<file path="config.mk">
export PLATFORM = sky130hd
export DESIGN_NAME = hbc_bridge_ctrl
export DESIGN_NICKNAME = d
export VERILOG_FILES = /design/src/hbc_pkg.sv /design/src/hbc_bridge_ctrl.sv /design/src/hbc_timer.sv
export VERILOG_INCLUDE_DIRS = /design/src
export SDC_FILE = /design/constraint.sdc
export NUM_CORES = 1
export LEC_CHECK = 0
export ABC_AREA = 1
export BUFFER_PORTS_ARGS = -buffer_cell sky130_fd_sc_hd__buf_2
export CAP_MARGIN = 20
export CORE_ASPECT_RATIO = 1.75
export CORE_UTILIZATION = 56
export DETAILED_ROUTE_END_ITERATION = 12
export GPL_TIMING_DRIVEN = 0
export MAX_ROUTING_LAYER = met4
export PLACE_DENSITY = 0.82
export SLEW_MARGIN = 20
export SYNTH_ARGS = -nofsm -noshare
export SYNTH_HDL_FRONTEND = slang
export SYNTH_SLANG_ARGS = --single-unit
export TNS_END_PERCENT = 100
</file>
<file path="constraint.sdc">
create_clock -name ref_clk_i -period 1.9 [get_ports ref_clk_i]
set_clock_uncertainty 0.05 [all_clocks]
set_input_delay 0.38 -clock ref_clk_i [delete_from_list [all_inputs] [get_ports ref_clk_i]]
set_output_delay 0.38 -clock ref_clk_i [all_outputs]
set_load 0.03 [all_outputs]
</file>
<file path="src/hbc_map.svh">
// Timing counts, default pin levels and timer slots of the H-bridge control
`ifndef HBC_MAP_SVH
`define HBC_MAP_SVH

// ==========================================================
// Time base
`define HBC_CLK_NS 8

// ==========================================================
// Times in their own unit
`define HBC_TOFF_NS 20500
`define HBC_BLANK_NS 16500
`define HBC_WAKE_NS 1000000
`define HBC_FMAX_KHZ 20
`define HBC_PERIOD_NS (1000000 / `HBC_FMAX_KHZ)

// ==========================================================
// Cycle counts, least times rounded up
`define HBC_TOFF_CYC ((`HBC_TOFF_NS + `HBC_CLK_NS - 1) / `HBC_CLK_NS)
`define HBC_BLANK_CYC ((`HBC_BLANK_NS + `HBC_CLK_NS - 1) / `HBC_CLK_NS)
`define HBC_WAKE_CYC ((`HBC_WAKE_NS + `HBC_CLK_NS - 1) / `HBC_CLK_NS)
`define HBC_PERIOD_CYC ((`HBC_PERIOD_NS + `HBC_CLK_NS - 1) / `HBC_CLK_NS)

// ==========================================================
// Timer width and slots
`define HBC_TMR_W 17
`define HBC_NUM_TMR 4
`define HBC_TMR_BLANK 0
`define HBC_TMR_TOFF 1
`define HBC_TMR_PERIOD 2
`define HBC_TMR_WAKE 3

// ==========================================================
// Levels of undriven inputs and reset levels of the pins
`define HBC_DEF_EN 1'h0
`define HBC_DEF_DIS_HIGH 1'h1
`define HBC_DEF_DIS_LOW_N 1'h0
`define HBC_DEF_POL 1'h1
`define HBC_RST_LEVEL 1'h0
`define HBC_RST_OE_N 1'h1
`define HBC_RST_FAULT_N 1'h1

`endif

</file>
<file path="src/hbc_pkg.sv">
// Types shared by the H-bridge control files
package hbc_pkg;

    // ==========================================================
    // Host control pins
    typedef struct packed {
        logic enable;
        logic disable_active_high;
        logic disable_active_low_n;
        logic polarity_in_a;
        logic polarity_in_b;
    } hbc_ctrl_t;

    // ==========================================================
    // Analog detector outputs
    typedef struct packed {
        logic undervoltage;
        logic low_side_regulation_threshold;
        logic high_side_short_threshold;
        logic low_side_short_threshold;
        logic thermal_trip;
    } hbc_det_t;

    // ==========================================================
    // One half-bridge pin
    typedef struct packed {
        logic level;
        logic oe_n;
    } hbc_pin_t;

    // ==========================================================
    // Control states
    typedef enum logic [6:0] {
        HBC_SLEEP    = 7'h01,
        HBC_WAKE     = 7'h02,
        HBC_RUN      = 7'h04,
        HBC_REGOFF   = 7'h08,
        HBC_DISABLED = 7'h10,
        HBC_LATCHED  = 7'h20,
        HBC_UNDERV   = 7'h40
    } hbc_state_t;

endpackage

</file>
<file path="src/hbc_bridge_ctrl.sv">
// H-bridge decode, current regulation and fault latching
// Contract
// (RL1) Awake and enabled, output A follows polarity A and output B follows polarity B, equal inputs give both low or both high.
// (RL2) A disable input asserted switches the whole bridge off and pulls the fault flag low whatever the polarity inputs.
// (RL3) Latched shutdowns and the fault flag clear only when the host toggles a disable input, after which decoding resumes.
//        Sleep or an undervoltage also clears a latched shutdown here, without a disable toggle.
// (RL4) Undervoltage tri-states both outputs and pulls the fault flag low regardless of all inputs but enable.
// Undervoltage during the wake-up delay pulls the flag low here only after the delay ends.
// (RL5) When undervoltage ends the flag is released and the outputs follow the inputs again without host action.
// (RL6) A short or overtemperature latches both outputs off with the flag low, ignoring polarity until cleared.
// (RL7) Low-side current at the regulation threshold tri-states the bridge for a fixed off time and then re-enables it.
// (RL8) After every output activation the regulation threshold is ignored for a blanking time.
// (RL9) A short threshold crossed during blanking immediately forces the latched shutdown.
// (RL10) Regulation is a constant-off-time scheme whose switching rate never exceeds the maximum frequency.
// (RL11) The host modulates the load by holding one polarity input high and pulsing the other.
// (RL12) Enable low puts the part to sleep with the outputs off and the fault flag released.
// (RL13) Undriven inputs read polarity high, both disables asserted and enable low.
// (RL14) After power-up or leaving sleep the outputs stay off for a wake-up delay before the inputs are honoured.
`timescale 1ns/100ps
`include "hbc_map.svh"
module hbc_bridge_ctrl #(
    parameter int TW = `HBC_TMR_W,
    parameter int TOFF_CYC = `HBC_TOFF_CYC,
    parameter int BLANK_CYC = `HBC_BLANK_CYC,
    parameter int PERIOD_CYC = `HBC_PERIOD_CYC,
    parameter int WAKE_CYC = `HBC_WAKE_CYC
) (
    // Clock, reset, enable
    input wire logic ref_clk_i,
    input wire logic sys_rst_i,
    input wire logic ce_i,
    // Host control pins and their driven flags
    input wire hbc_pkg::hbc_ctrl_t ctrl_i,
    input wire hbc_pkg::hbc_ctrl_t ctrl_drv_i,
    // Analog detectors
    input wire hbc_pkg::hbc_det_t det_i,
    // Half-bridge outputs
    output hbc_pkg::hbc_pin_t half_bridge_a_o,
    output hbc_pkg::hbc_pin_t half_bridge_b_o,
    // Open-drain fault flag
    output logic fault_flag_n_o,
    output logic fault_flag_oe_n_o
);

    // ==========================================================
    // Effective inputs
    hbc_pkg::hbc_ctrl_t ctl;
    logic dis;
    logic uv;
    logic trip;
    logic reg_hit;

    always_comb begin
        ctl.enable = ctrl_drv_i.enable ? ctrl_i.enable : `HBC_DEF_EN; // RL13
        ctl.disable_active_high = ctrl_drv_i.disable_active_high ?
            ctrl_i.disable_active_high : `HBC_DEF_DIS_HIGH; // RL13
        ctl.disable_active_low_n = ctrl_drv_i.disable_active_low_n ?
            ctrl_i.disable_active_low_n : `HBC_DEF_DIS_LOW_N; // RL13
        ctl.polarity_in_a = ctrl_drv_i.polarity_in_a ?
            ctrl_i.polarity_in_a : `HBC_DEF_POL; // RL13
        ctl.polarity_in_b = ctrl_drv_i.polarity_in_b ?
            ctrl_i.polarity_in_b : `HBC_DEF_POL; // RL13
    end

    assign dis = ctl.disable_active_high || !ctl.disable_active_low_n; // RL2
    assign uv = det_i.undervoltage;
    assign trip = det_i.high_side_short_threshold ||
        det_i.low_side_short_threshold || det_i.thermal_trip;
    assign reg_hit = det_i.low_side_regulation_threshold;

    // ==========================================================
    // Timers
    hbc_pkg::hbc_state_t state_reg;
    hbc_pkg::hbc_state_t state_next;
    hbc_pkg::hbc_state_t resume_state;
    logic [`HBC_NUM_TMR-1:0] tmr_load;
    logic [`HBC_NUM_TMR-1:0] tmr_done;
    logic [TW-1:0] tmr_val [`HBC_NUM_TMR];
    logic activate;

    assign tmr_val[`HBC_TMR_BLANK] = TW'(BLANK_CYC);
    assign tmr_val[`HBC_TMR_TOFF] = TW'(TOFF_CYC);
    assign tmr_val[`HBC_TMR_PERIOD] = TW'(PERIOD_CYC);
    assign tmr_val[`HBC_TMR_WAKE] = TW'(WAKE_CYC);

    // A polarity change counts as a fresh activation, so blanking restarts
    assign activate = (state_next == hbc_pkg::HBC_RUN) &&
        ((state_reg != hbc_pkg::HBC_RUN) ||
         (ctl.polarity_in_a != half_bridge_a_o.level) ||
         (ctl.polarity_in_b != half_bridge_b_o.level));
    assign tmr_load[`HBC_TMR_BLANK] = activate; // RL8
    assign tmr_load[`HBC_TMR_TOFF] = (state_next == hbc_pkg::HBC_REGOFF) &&
        (state_reg != hbc_pkg::HBC_REGOFF); // RL7
    assign tmr_load[`HBC_TMR_PERIOD] = tmr_load[`HBC_TMR_TOFF]; // RL10
    assign tmr_load[`HBC_TMR_WAKE] = (state_next == hbc_pkg::HBC_WAKE) &&
        (state_reg != hbc_pkg::HBC_WAKE); // RL14

    genvar g;
    generate
        for (g = 0; g < `HBC_NUM_TMR; g = g + 1) begin : g_tmr
            hbc_timer #(
                .W(TW)
            ) u_tmr (
                .ref_clk_i(ref_clk_i),
                .sys_rst_i(sys_rst_i),
                .ce_i(ce_i),
                .load_i(tmr_load[g]),
                .load_val_i(tmr_val[g]),
                .done_o(tmr_done[g])
            );
        end
    endgenerate

    // ==========================================================
    // Control state machine
    always_comb begin
        if (uv) begin
            resume_state = hbc_pkg::HBC_UNDERV;
        end else if (dis) begin
            resume_state = hbc_pkg::HBC_DISABLED;
        end else begin
            resume_state = hbc_pkg::HBC_RUN;
        end
    end

    always_comb begin
        state_next = state_reg;
        case (state_reg)
            hbc_pkg::HBC_SLEEP: begin
                if (ctl.enable) begin
                    state_next = hbc_pkg::HBC_WAKE; // RL14
                end
            end
            hbc_pkg::HBC_WAKE: begin
                if (tmr_done[`HBC_TMR_WAKE]) begin
                    state_next = resume_state; // RL14
                end
            end
            hbc_pkg::HBC_UNDERV: begin
                if (!uv) begin
                    state_next = resume_state; // RL5
                end
            end
            hbc_pkg::HBC_RUN: begin
                if (dis) begin
                    state_next = hbc_pkg::HBC_DISABLED; // RL2
                end else if (trip) begin
                    state_next = hbc_pkg::HBC_LATCHED; // RL6 RL9
                end else if (reg_hit && tmr_done[`HBC_TMR_BLANK] &&
                        tmr_done[`HBC_TMR_PERIOD]) begin
                    state_next = hbc_pkg::HBC_REGOFF; // RL7 RL8 RL10
                end
            end
            hbc_pkg::HBC_REGOFF: begin
                if (dis) begin
                    state_next = hbc_pkg::HBC_DISABLED; // RL2
                end else if (trip) begin
                    state_next = hbc_pkg::HBC_LATCHED; // RL6
                end else if (tmr_done[`HBC_TMR_TOFF]) begin
                    state_next = hbc_pkg::HBC_RUN; // RL7
                end
            end
            hbc_pkg::HBC_DISABLED: begin
                if (!dis) begin
                    state_next = hbc_pkg::HBC_RUN; // RL3
                end
            end
            hbc_pkg::HBC_LATCHED: begin
                // Besides sleep and undervoltage below, only a disable edge opens the latch
                if (dis) begin
                    state_next = hbc_pkg::HBC_DISABLED; // RL3
                end
            end
            default: begin
                state_next = hbc_pkg::HBC_SLEEP;
            end
        endcase
        if (!ctl.enable) begin
            state_next = hbc_pkg::HBC_SLEEP; // RL12
        end else if (uv && (state_reg != hbc_pkg::HBC_SLEEP) &&
                (state_reg != hbc_pkg::HBC_WAKE)) begin
            state_next = hbc_pkg::HBC_UNDERV; // RL4
        end
    end

    always_ff @(posedge ref_clk_i) begin
        if (sys_rst_i) begin
            state_reg <= hbc_pkg::HBC_SLEEP;
        end else if (ce_i) begin
            state_reg <= state_next;
        end
    end

    // ==========================================================
    // Pin registers, computed from the next state so pins track it
    logic drive;
    logic flt;

    assign drive = (state_next == hbc_pkg::HBC_RUN);
    assign flt = (state_next == hbc_pkg::HBC_DISABLED) ||
        (state_next == hbc_pkg::HBC_LATCHED) ||
        (state_next == hbc_pkg::HBC_UNDERV);

    always_ff @(posedge ref_clk_i) begin
        if (sys_rst_i) begin
            half_bridge_a_o.level <= `HBC_RST_LEVEL;
            half_bridge_a_o.oe_n <= `HBC_RST_OE_N;
            half_bridge_b_o.level <= `HBC_RST_LEVEL;
            half_bridge_b_o.oe_n <= `HBC_RST_OE_N;
        end else if (ce_i) begin
            half_bridge_a_o.level <= drive & ctl.polarity_in_a; // RL1
            half_bridge_a_o.oe_n <= !drive; // RL6
            half_bridge_b_o.level <= drive & ctl.polarity_in_b; // RL1
            half_bridge_b_o.oe_n <= !drive; // RL6
        end
    end

    always_ff @(posedge ref_clk_i) begin
        if (sys_rst_i) begin
            fault_flag_n_o <= `HBC_RST_FAULT_N;
            fault_flag_oe_n_o <= `HBC_RST_FAULT_N;
        end else if (ce_i) begin
            fault_flag_n_o <= !flt; // RL2 RL4 RL6
            fault_flag_oe_n_o <= !flt; // RL5 RL12
        end
    end

    // ==========================================================
    // Interval counters watched by the checks below
    logic [TW-1:0] off_cnt;
    logic [TW-1:0] run_cnt;
    logic [TW-1:0] per_cnt;
    always_ff @(posedge ref_clk_i) begin
        if (sys_rst_i) begin
            off_cnt <= '0;
        end else if (ce_i) begin
            off_cnt <= (state_reg == hbc_pkg::HBC_REGOFF) ?
                off_cnt + TW'(1) : '0;
        end
    end

    always_ff @(posedge ref_clk_i) begin
        if (sys_rst_i) begin
            run_cnt <= '1;
            per_cnt <= '1;
        end else if (ce_i) begin
            if (tmr_load[`HBC_TMR_BLANK]) begin
                run_cnt <= '0;
            end else if (run_cnt != '1) begin
                run_cnt <= run_cnt + TW'(1);
            end
            if (tmr_load[`HBC_TMR_PERIOD]) begin
                per_cnt <= '0;
            end else if (per_cnt != '1) begin
                per_cnt <= per_cnt + TW'(1);
            end
        end
    end

    // ==========================================================
    // Checks
    logic awake;
    logic bridge_off;
    assign awake = (state_reg != hbc_pkg::HBC_SLEEP) &&
        (state_reg != hbc_pkg::HBC_WAKE);
    assign bridge_off = half_bridge_a_o.oe_n && half_bridge_b_o.oe_n;
endmodule

</file>
<file path="src/hbc_timer.sv">
// Loadable down-counter used for the bridge timing intervals
`timescale 1ns/100ps
module hbc_timer #(
    parameter int W = 17
) (
    // Clock, reset, enable
    input wire logic ref_clk_i,
    input wire logic sys_rst_i,
    input wire logic ce_i,
    // Load request
    input wire logic load_i,
    input wire logic [W-1:0] load_val_i,
    // Expiry
    output logic done_o
);

    logic [W-1:0] count_reg;

    always_ff @(posedge ref_clk_i) begin
        if (sys_rst_i) begin
            count_reg <= '0;
        end else if (ce_i) begin
            if (load_i) begin
                count_reg <= load_val_i;
            end else if (count_reg != '0) begin
                count_reg <= count_reg - W'(1);
            end
        end
    end

    assign done_o = (count_reg == '0);

endmodule

</file>
# After elaboration in Yosys (flattened, before gate mapping)
# Index checks and enable logic that the tools add are counted.
[op_classes] addsub=4 reduce_logical=33 eq_ne=19 muxes=28 bitwise_logic=2
[ops] operator="2-to-1 mux 17 bit" n=8
[ops] operator="2-to-1 mux 7 bit" n=13
[ops] operator="zero test 17 bit" n=4
[ops] operator="nonzero test 17 bit" n=4
[ops] operator="subtractor 17 x 1 -> 17 bit (second input constant)" n=4
[ops] operator="one-hot mux 7 bit (7 select lines)" n=1
[ops] operator="== test 7 x 2 -> 1 bit (second input constant)" n=2
[ops] operator="== test 7 x 3 -> 1 bit (second input constant)" n=2
[ops] operator="== test 7 x 4 -> 1 bit (second input constant)" n=2
[ops] operator="== test 7 x 5 -> 1 bit (second input constant)" n=2
[ops] operator="== test 7 x 6 -> 1 bit (second input constant)" n=2
[ops] operator="== test 7 bit (second input constant)" n=2
[ops] operator="AND reduction 2 bit" n=4
[ops] operator="nonzero test 2 bit" n=4
[ops] operator="== test 7 x 1 -> 1 bit (second input constant)" n=1
[ops] operator="logical AND 1 bit" n=7
[ops] operator="logical OR 1 bit" n=7
[ops] operator="inequality test 7 x 1 -> 1 bit (second input constant)" n=1
[ops] operator="inequality test 7 x 2 -> 1 bit (second input constant)" n=1
[ops] operator="inequality test 7 x 3 -> 1 bit (second input constant)" n=1
[ops] operator="inequality test 7 x 4 -> 1 bit (second input constant)" n=1
[ops] operator="2-to-1 mux 1 bit" n=5
[ops] operator="2-to-1 mux 5 bit" n=1
[ops] operator="zero test 1 bit" n=3
[ops] operator="2 further kinds" n=4
[totals] ff_bits=79 word_cells=95 out_inout_bits=6

# Depth between registers and ports, before layout
[logic_depth] word_depth=13 depth_mapped=20 ltp_nobuf=19

# By module
# From an unflattened synthesis, not the netlist that was laid out.
[hier_totals] cells_unflattened=1014 area_unflattened_um2=6029.5
[modules_own_cells] module="hbc_timer" cells_per_inst=215 instances=4 area_each_um2=1273.7 seq_area_each_um2=340.3
[modules_own_cells] module="hbc_bridge_ctrl" cells_per_inst=154 instances=1 area_each_um2=934.6 seq_area_each_um2=220.2

# Worst setup path after synthesis
# OpenSTA, ideal clock, no wires.
[synth_path] path_type="flip-flop to flip-flop" from="register g_tmr[0].u_tmr.count_reg[0]" to="register g_tmr[2].u_tmr.count_reg[4]" t_arrival_ps=1861 required_time_ps=1722 path_slack_ps=-138 path_stages_with_launch=17 cell_sequence="dfxtp_1 inv_1 ha_1 inv_1 nor2_1 nand2_1 nor2_2 nand2_2 nor2_2 nand3_1 a21oi_2 nand4_4 nand2_4 buf_4 nand3_1 nand2_1 nor2_1"
[synth_via] elab_chain_cells=13
[synth_lines] element="start, declared" line_no="hbc_timer.sv:17" rtl="logic [W-1:0] count_reg;"
[synth_lines] element="start signal, assigned" line_no="hbc_timer.sv:24" rtl="count_reg <= load_val_i;"
[synth_lines] element="start signal, assigned" line_no="hbc_timer.sv:26" rtl="count_reg <= count_reg - W'(1);"
[synth_lines] element="zero test 17 bit (*)" line_no="hbc_timer.sv:31" rtl="assign done_o = (count_reg == '0);"
[synth_lines] element="logical AND 1 bit (*) (2 in a row)" line_no="hbc_bridge_ctrl.sv:149" rtl="end else if (reg_hit && tmr_done[`HBC_TMR_BLANK] &&"
[synth_lines] element="2-to-1 mux 7 bit (*)" line_no="hbc_bridge_ctrl.sv:149"
[synth_lines] element="2-to-1 mux 7 bit (*)" line_no="hbc_bridge_ctrl.sv:147" rtl="end else if (trip) begin"
[synth_lines] element="2-to-1 mux 7 bit (*)" line_no="hbc_bridge_ctrl.sv:145" rtl="if (dis) begin"
[synth_lines] element="one-hot mux 7 bit (7 select lines) (*)" line_no="hbc_bridge_ctrl.sv:128" rtl="case (state_reg)"
[synth_lines] element="2-to-1 mux 7 bit (*)" line_no="hbc_bridge_ctrl.sv:180" rtl="end else if (uv && (state_reg != hbc_pkg::HBC_SLEEP) &&"
[synth_lines] element="2-to-1 mux 7 bit (*)" line_no="hbc_bridge_ctrl.sv:178" rtl="if (!ctl.enable) begin"
[synth_lines] element="== test 7 x 4 -> 1 bit (*)" line_no="hbc_bridge_ctrl.sv:92" rtl="assign tmr_load[`HBC_TMR_TOFF] = (state_next == hbc_pkg::HBC_REGOFF) &&"
[synth_lines] element="logical AND 1 bit (*)" line_no="hbc_bridge_ctrl.sv:92"
[synth_lines] element="nonzero test 2 bit (no source line)"
[synth_lines] element="AND reduction 2 bit (no source line)"
[synth_lines] element="end signal, assigned" line_no="hbc_timer.sv:24"
[synth_lines] element="end signal, assigned" line_no="hbc_timer.sv:26"
[synth_lines] element="end, declared" line_no="hbc_timer.sv:17"
# Mark *: on every way between the ends. The rest lies on a longest branch, timed or not.
# A chain may end at the register's enable or synchronous reset.

# Worst setup path in the final report
[layout_path] from="register state_reg[4]" to="register g_tmr[0].u_tmr.count_reg[6]"
[layout_via] elab_chain_cells=10
[layout_lines] element="start, declared" line_no="hbc_bridge_ctrl.sv:73" rtl="hbc_pkg::hbc_state_t state_reg;"
[layout_lines] element="start signal, assigned" line_no="hbc_bridge_ctrl.sv:188" rtl="state_reg <= hbc_pkg::HBC_SLEEP;"
[layout_lines] element="start signal, assigned" line_no="hbc_bridge_ctrl.sv:190" rtl="state_reg <= state_next;"
[layout_lines] element="2-to-1 mux 7 bit, on equally long branches" line_no="hbc_bridge_ctrl.sv:159, hbc_bridge_ctrl.sv:149"
[layout_lines] element="2-to-1 mux 7 bit, on equally long branches" line_no="hbc_bridge_ctrl.sv:157, hbc_bridge_ctrl.sv:147"
[layout_lines] element="2-to-1 mux 7 bit, on equally long branches" line_no="hbc_bridge_ctrl.sv:155, hbc_bridge_ctrl.sv:145"
[layout_lines] element="one-hot mux 7 bit (7 select lines)" line_no="hbc_bridge_ctrl.sv:128"
[layout_lines] element="2-to-1 mux 7 bit" line_no="hbc_bridge_ctrl.sv:180"
[layout_lines] element="2-to-1 mux 7 bit" line_no="hbc_bridge_ctrl.sv:178"
[layout_lines] element="== test 7 x 3 -> 1 bit" line_no="hbc_bridge_ctrl.sv:87" rtl="assign activate = (state_next == hbc_pkg::HBC_RUN) &&"
[layout_lines] element="logical AND 1 bit (*)" line_no="hbc_bridge_ctrl.sv:87"
[layout_lines] element="nonzero test 2 bit (no source line)"
[layout_lines] element="AND reduction 2 bit (no source line)"
# Marks and branches as above.

==> flow_metrics.env <==
export IMPL_status="finished, violations left"
export IMPL_violations="negative setup slack"
export IMPL_start_util_pct=57.7
export IMPL_cts_root_buf="clkbuf_16"
export IMPL_ir_worst_vdd_uv=617
export IMPL_htreeDepth=3
export IMPL_grtUsageTotal_pct=33.5
export IMPL_firstDrtPassIters=7
export IMPL_io_pins=24
export IMPL_cp_start_kind="flop"
export IMPL_rsz0062_at_grt="yes"
export IMPL_period_needed_ns=2.28
export IMPL_grt_max_degree=14
export IMPL_antenna_found_initial=0
export IMPL_path_class="flop to flop"
export IMPL_yosysWarnings=0
export IMPL_maxCapViolations=0
export IMPL_syn_nets=885
export IMPL_cts_buffer_depth=2
export IMPL_hold_viol=0
export IMPL_synth_compound_area_share_pct=7.44
export IMPL_drc=0
export IMPL_nets=960
export IMPL_hold_class="input pin to flop"
export IMPL_synth_fa_ha_area_share_pct=1.91
export IMPL_overflow=0
export IMPL_vias=6195
export IMPL_synth_top_family_by_area="simple AND/OR/NAND/NOR gates"
export IMPL_rows=46
export IMPL_die_x_um=75.2
export IMPL_vias_per_cell=5.85
export IMPL_power_mw=6.49
export IMPL_place_gp_congestion=0.928
export IMPL_worst_pin_slew_ns=0.689
export IMPL_cts_sinks=79
export IMPL_final_util_pct=74.6
export IMPL_tns_ns=-18.33
export IMPL_portBuffers=21
export IMPL_synth_simple_area_share_pct=43.2
export IMPL_core_region_area_mm2=0.00909
export IMPL_drive_gt1_share_pct=25.9
export IMPL_die_h_um=130
export IMPL_p_per_area_mw_per_mm2=957
export IMPL_wl_per_cell_um=16.5
export IMPL_synth_area_top_cells="dfxtp_1, nand2_1, nor2_1, inv_1, nand3_1"
export IMPL_ant_nets=0
export IMPL_area_growth_pct=29.2
export IMPL_yosysUniqueCellTypes=39
export IMPL_final_cell_mix="nand2_1, nor2_1, inv_1"
export IMPL_numCtsBuffers=9
export IMPL_leakagePower_nw=3.26
export IMPL_path_clk_slew_ns=0.06
export IMPL_cts_hold_buf=0
export IMPL_seq_area_frac_synth_pct=30.1
export IMPL_synthCells=859
export IMPL_clock_latency_ns=0.35
export IMPL_synth_xor_area_share_pct=6.01
export IMPL_synth_top_area_share_pct=30.1
export IMPL_layout_commonest_cell="nand2_1"
export IMPL_yosys_area_top_type="dfxtp_1"
export IMPL_setup_viol=73
export IMPL_grt_pass1_vias=5399
export IMPL_drt_iter0_drc=652
export IMPL_syn_avg_cell_area_um2=6.11
export IMPL_setup_ws_ns=-0.382
export IMPL_final_period_utilization_pct=120
export IMPL_tritoncts="built"
export IMPL_n_antenna_cell=0
export IMPL_grt_pass1_wl_um=24200
export IMPL_routed_wl_um=17400
export IMPL_largest_reg_flops=68
export IMPL_slew_headroom_pct=54.1
export IMPL_fmax_mhz=438
export IMPL_ys_ff_latch=79
export IMPL_end_kind="flop"
export IMPL_crit_required_ns=2.09
export IMPL_hpwl_um=9990
export IMPL_die_area_mm2=0.00978
export IMPL_worstPathArrival_ns=2.47
export IMPL_drv_slew=0
export IMPL_netlist_area_mm2=0.00525
export IMPL_synthMuxAreaShare_pct=0
export IMPL_path_max_fanout=7
export IMPL_preCtsSetupSlack_ns=-0.456
-- worst max-delay path: stages (launching register included) --
cell	delay, ns
dfxtp_4	0.36
inv_4	0.06
nand2_4	0.05
nor2_4	0.21
nand2_2	0.11
nand2_2	0.10
nor2_1	0.05
nand2_1	0.08
nand2_2	0.07
nor2_4	0.16
buf_6	0.14
nand3_4	0.09
nand2_4	0.12
nand2_8	0.09
buf_8	0.16
nor2_1	0.16
nor2_1	0.08
-- what timing repair did --
item	in CTS	in global routing
resized for setup	56	121
pin swaps	17	45
buffers inserted	16	20
endpoints found under the setup margin	70	74
cloned	6	1
-- layout make-up --
type	instances	area, µm²
Buffer	31	215
Clock buffer	10	239
Clock inverter	6	108
Fill cell	685	2310
Inverter	114	435
Multi-Input combinational cell	636	3550
Sequential cell	79	1600
Tap cell	120	150
Timing Repair Buffer	63	479
-- metal layers --
metal,wire (µm),vias to the layer above,GRT usage [%]
met3,1230,130,6.33
met1,5980,2853,32.9
met2,9120,345,59.6
met5,0,-,-
met4,1090,0,19.4
li1,-,2867,-
-- Yosys cell counts --
cell and n:
clkinv_1 2, o21bai_1 1, or3_1 1, xnor2_1 9
dfxtp_1 79, xor2_1 27, a211oi_1 4, o21ai_0 22
a21oi_1 41, nor3_1 18, buf_2 5, nor4_1 5
nand3_1 73, nand4_4 1, or2_0 1, nor2_4 2
nor2_2 9, ha_1 8, inv_1 104, o211ai_1 1
clkbuf_1 13, nand3b_1 1, a21oi_2 1, nor2_1 152
nand2_1 211, nand2_2 8, buf_1 5, buf_6 3
inv_2 8, a21o_1 1, buf_4 5, a31oi_1 1
or2_1 1, or2_2 2, nand2_4 2, nor3b_1 2
nand4_1 28, o31ai_1 1, nand3_4 1
-- power breakdown --
part	internal [mW]	leakage, nW	switching, mW
combinational	0.900	2.43	1.43
sequential	1.87	0.657	0.246
clock	1.32	0.168	0.729
total	4.08	3.26	2.41
-- cells by family (layout without fill, tap and decap cells) --
logic type | after synthesis | after routing
and+or+nand+nor | 518 | 519
AOI/OAI and AO/OA | 73 | 73
buffers and inverters | 145 | 224
adders and majority gates | 8 | 8
DFF | 79 | 79
xor gates and xnor gates | 36 | 36
-- metrics by stage --
step           instance area (µm²)  hold slack, ns  cells
3_5_place_dp                  5520           0.424   1000
2_1_floorplan                 5260           0.398    859
5_1_grt                       6780           0.397   1059
3_3_place_gp                  5520           0.416   1000
4_1_cts                       6220           0.359   1038
6_report                      6780           0.389   1059
-- path summary, 6_finish.rpt --
check | slack [ns] | end | cells after the start | startpoint
setup / recovery | -0.38 | g_tmr[0].u_tmr.count_reg[6]$_SDFFE_PP0P_ | 16 | state_reg[4]$_SDFFE_PP0P_
hold / removal | 0.39 | state_reg[5]$_SDFFE_PP0P_ | 4 | ctrl_i[3]
setup reg to reg | -0.38 | g_tmr[0].u_tmr.count_reg[6]$_SDFFE_PP0P_ | 16 | state_reg[4]$_SDFFE_PP0P_
hold reg to reg | 0.45 | fault_flag_oe_n_o$_SDFFE_PP1P_ | 2 | fault_flag_oe_n_o$_SDFFE_PP1P_
Power figures use the tool's default switching activity.
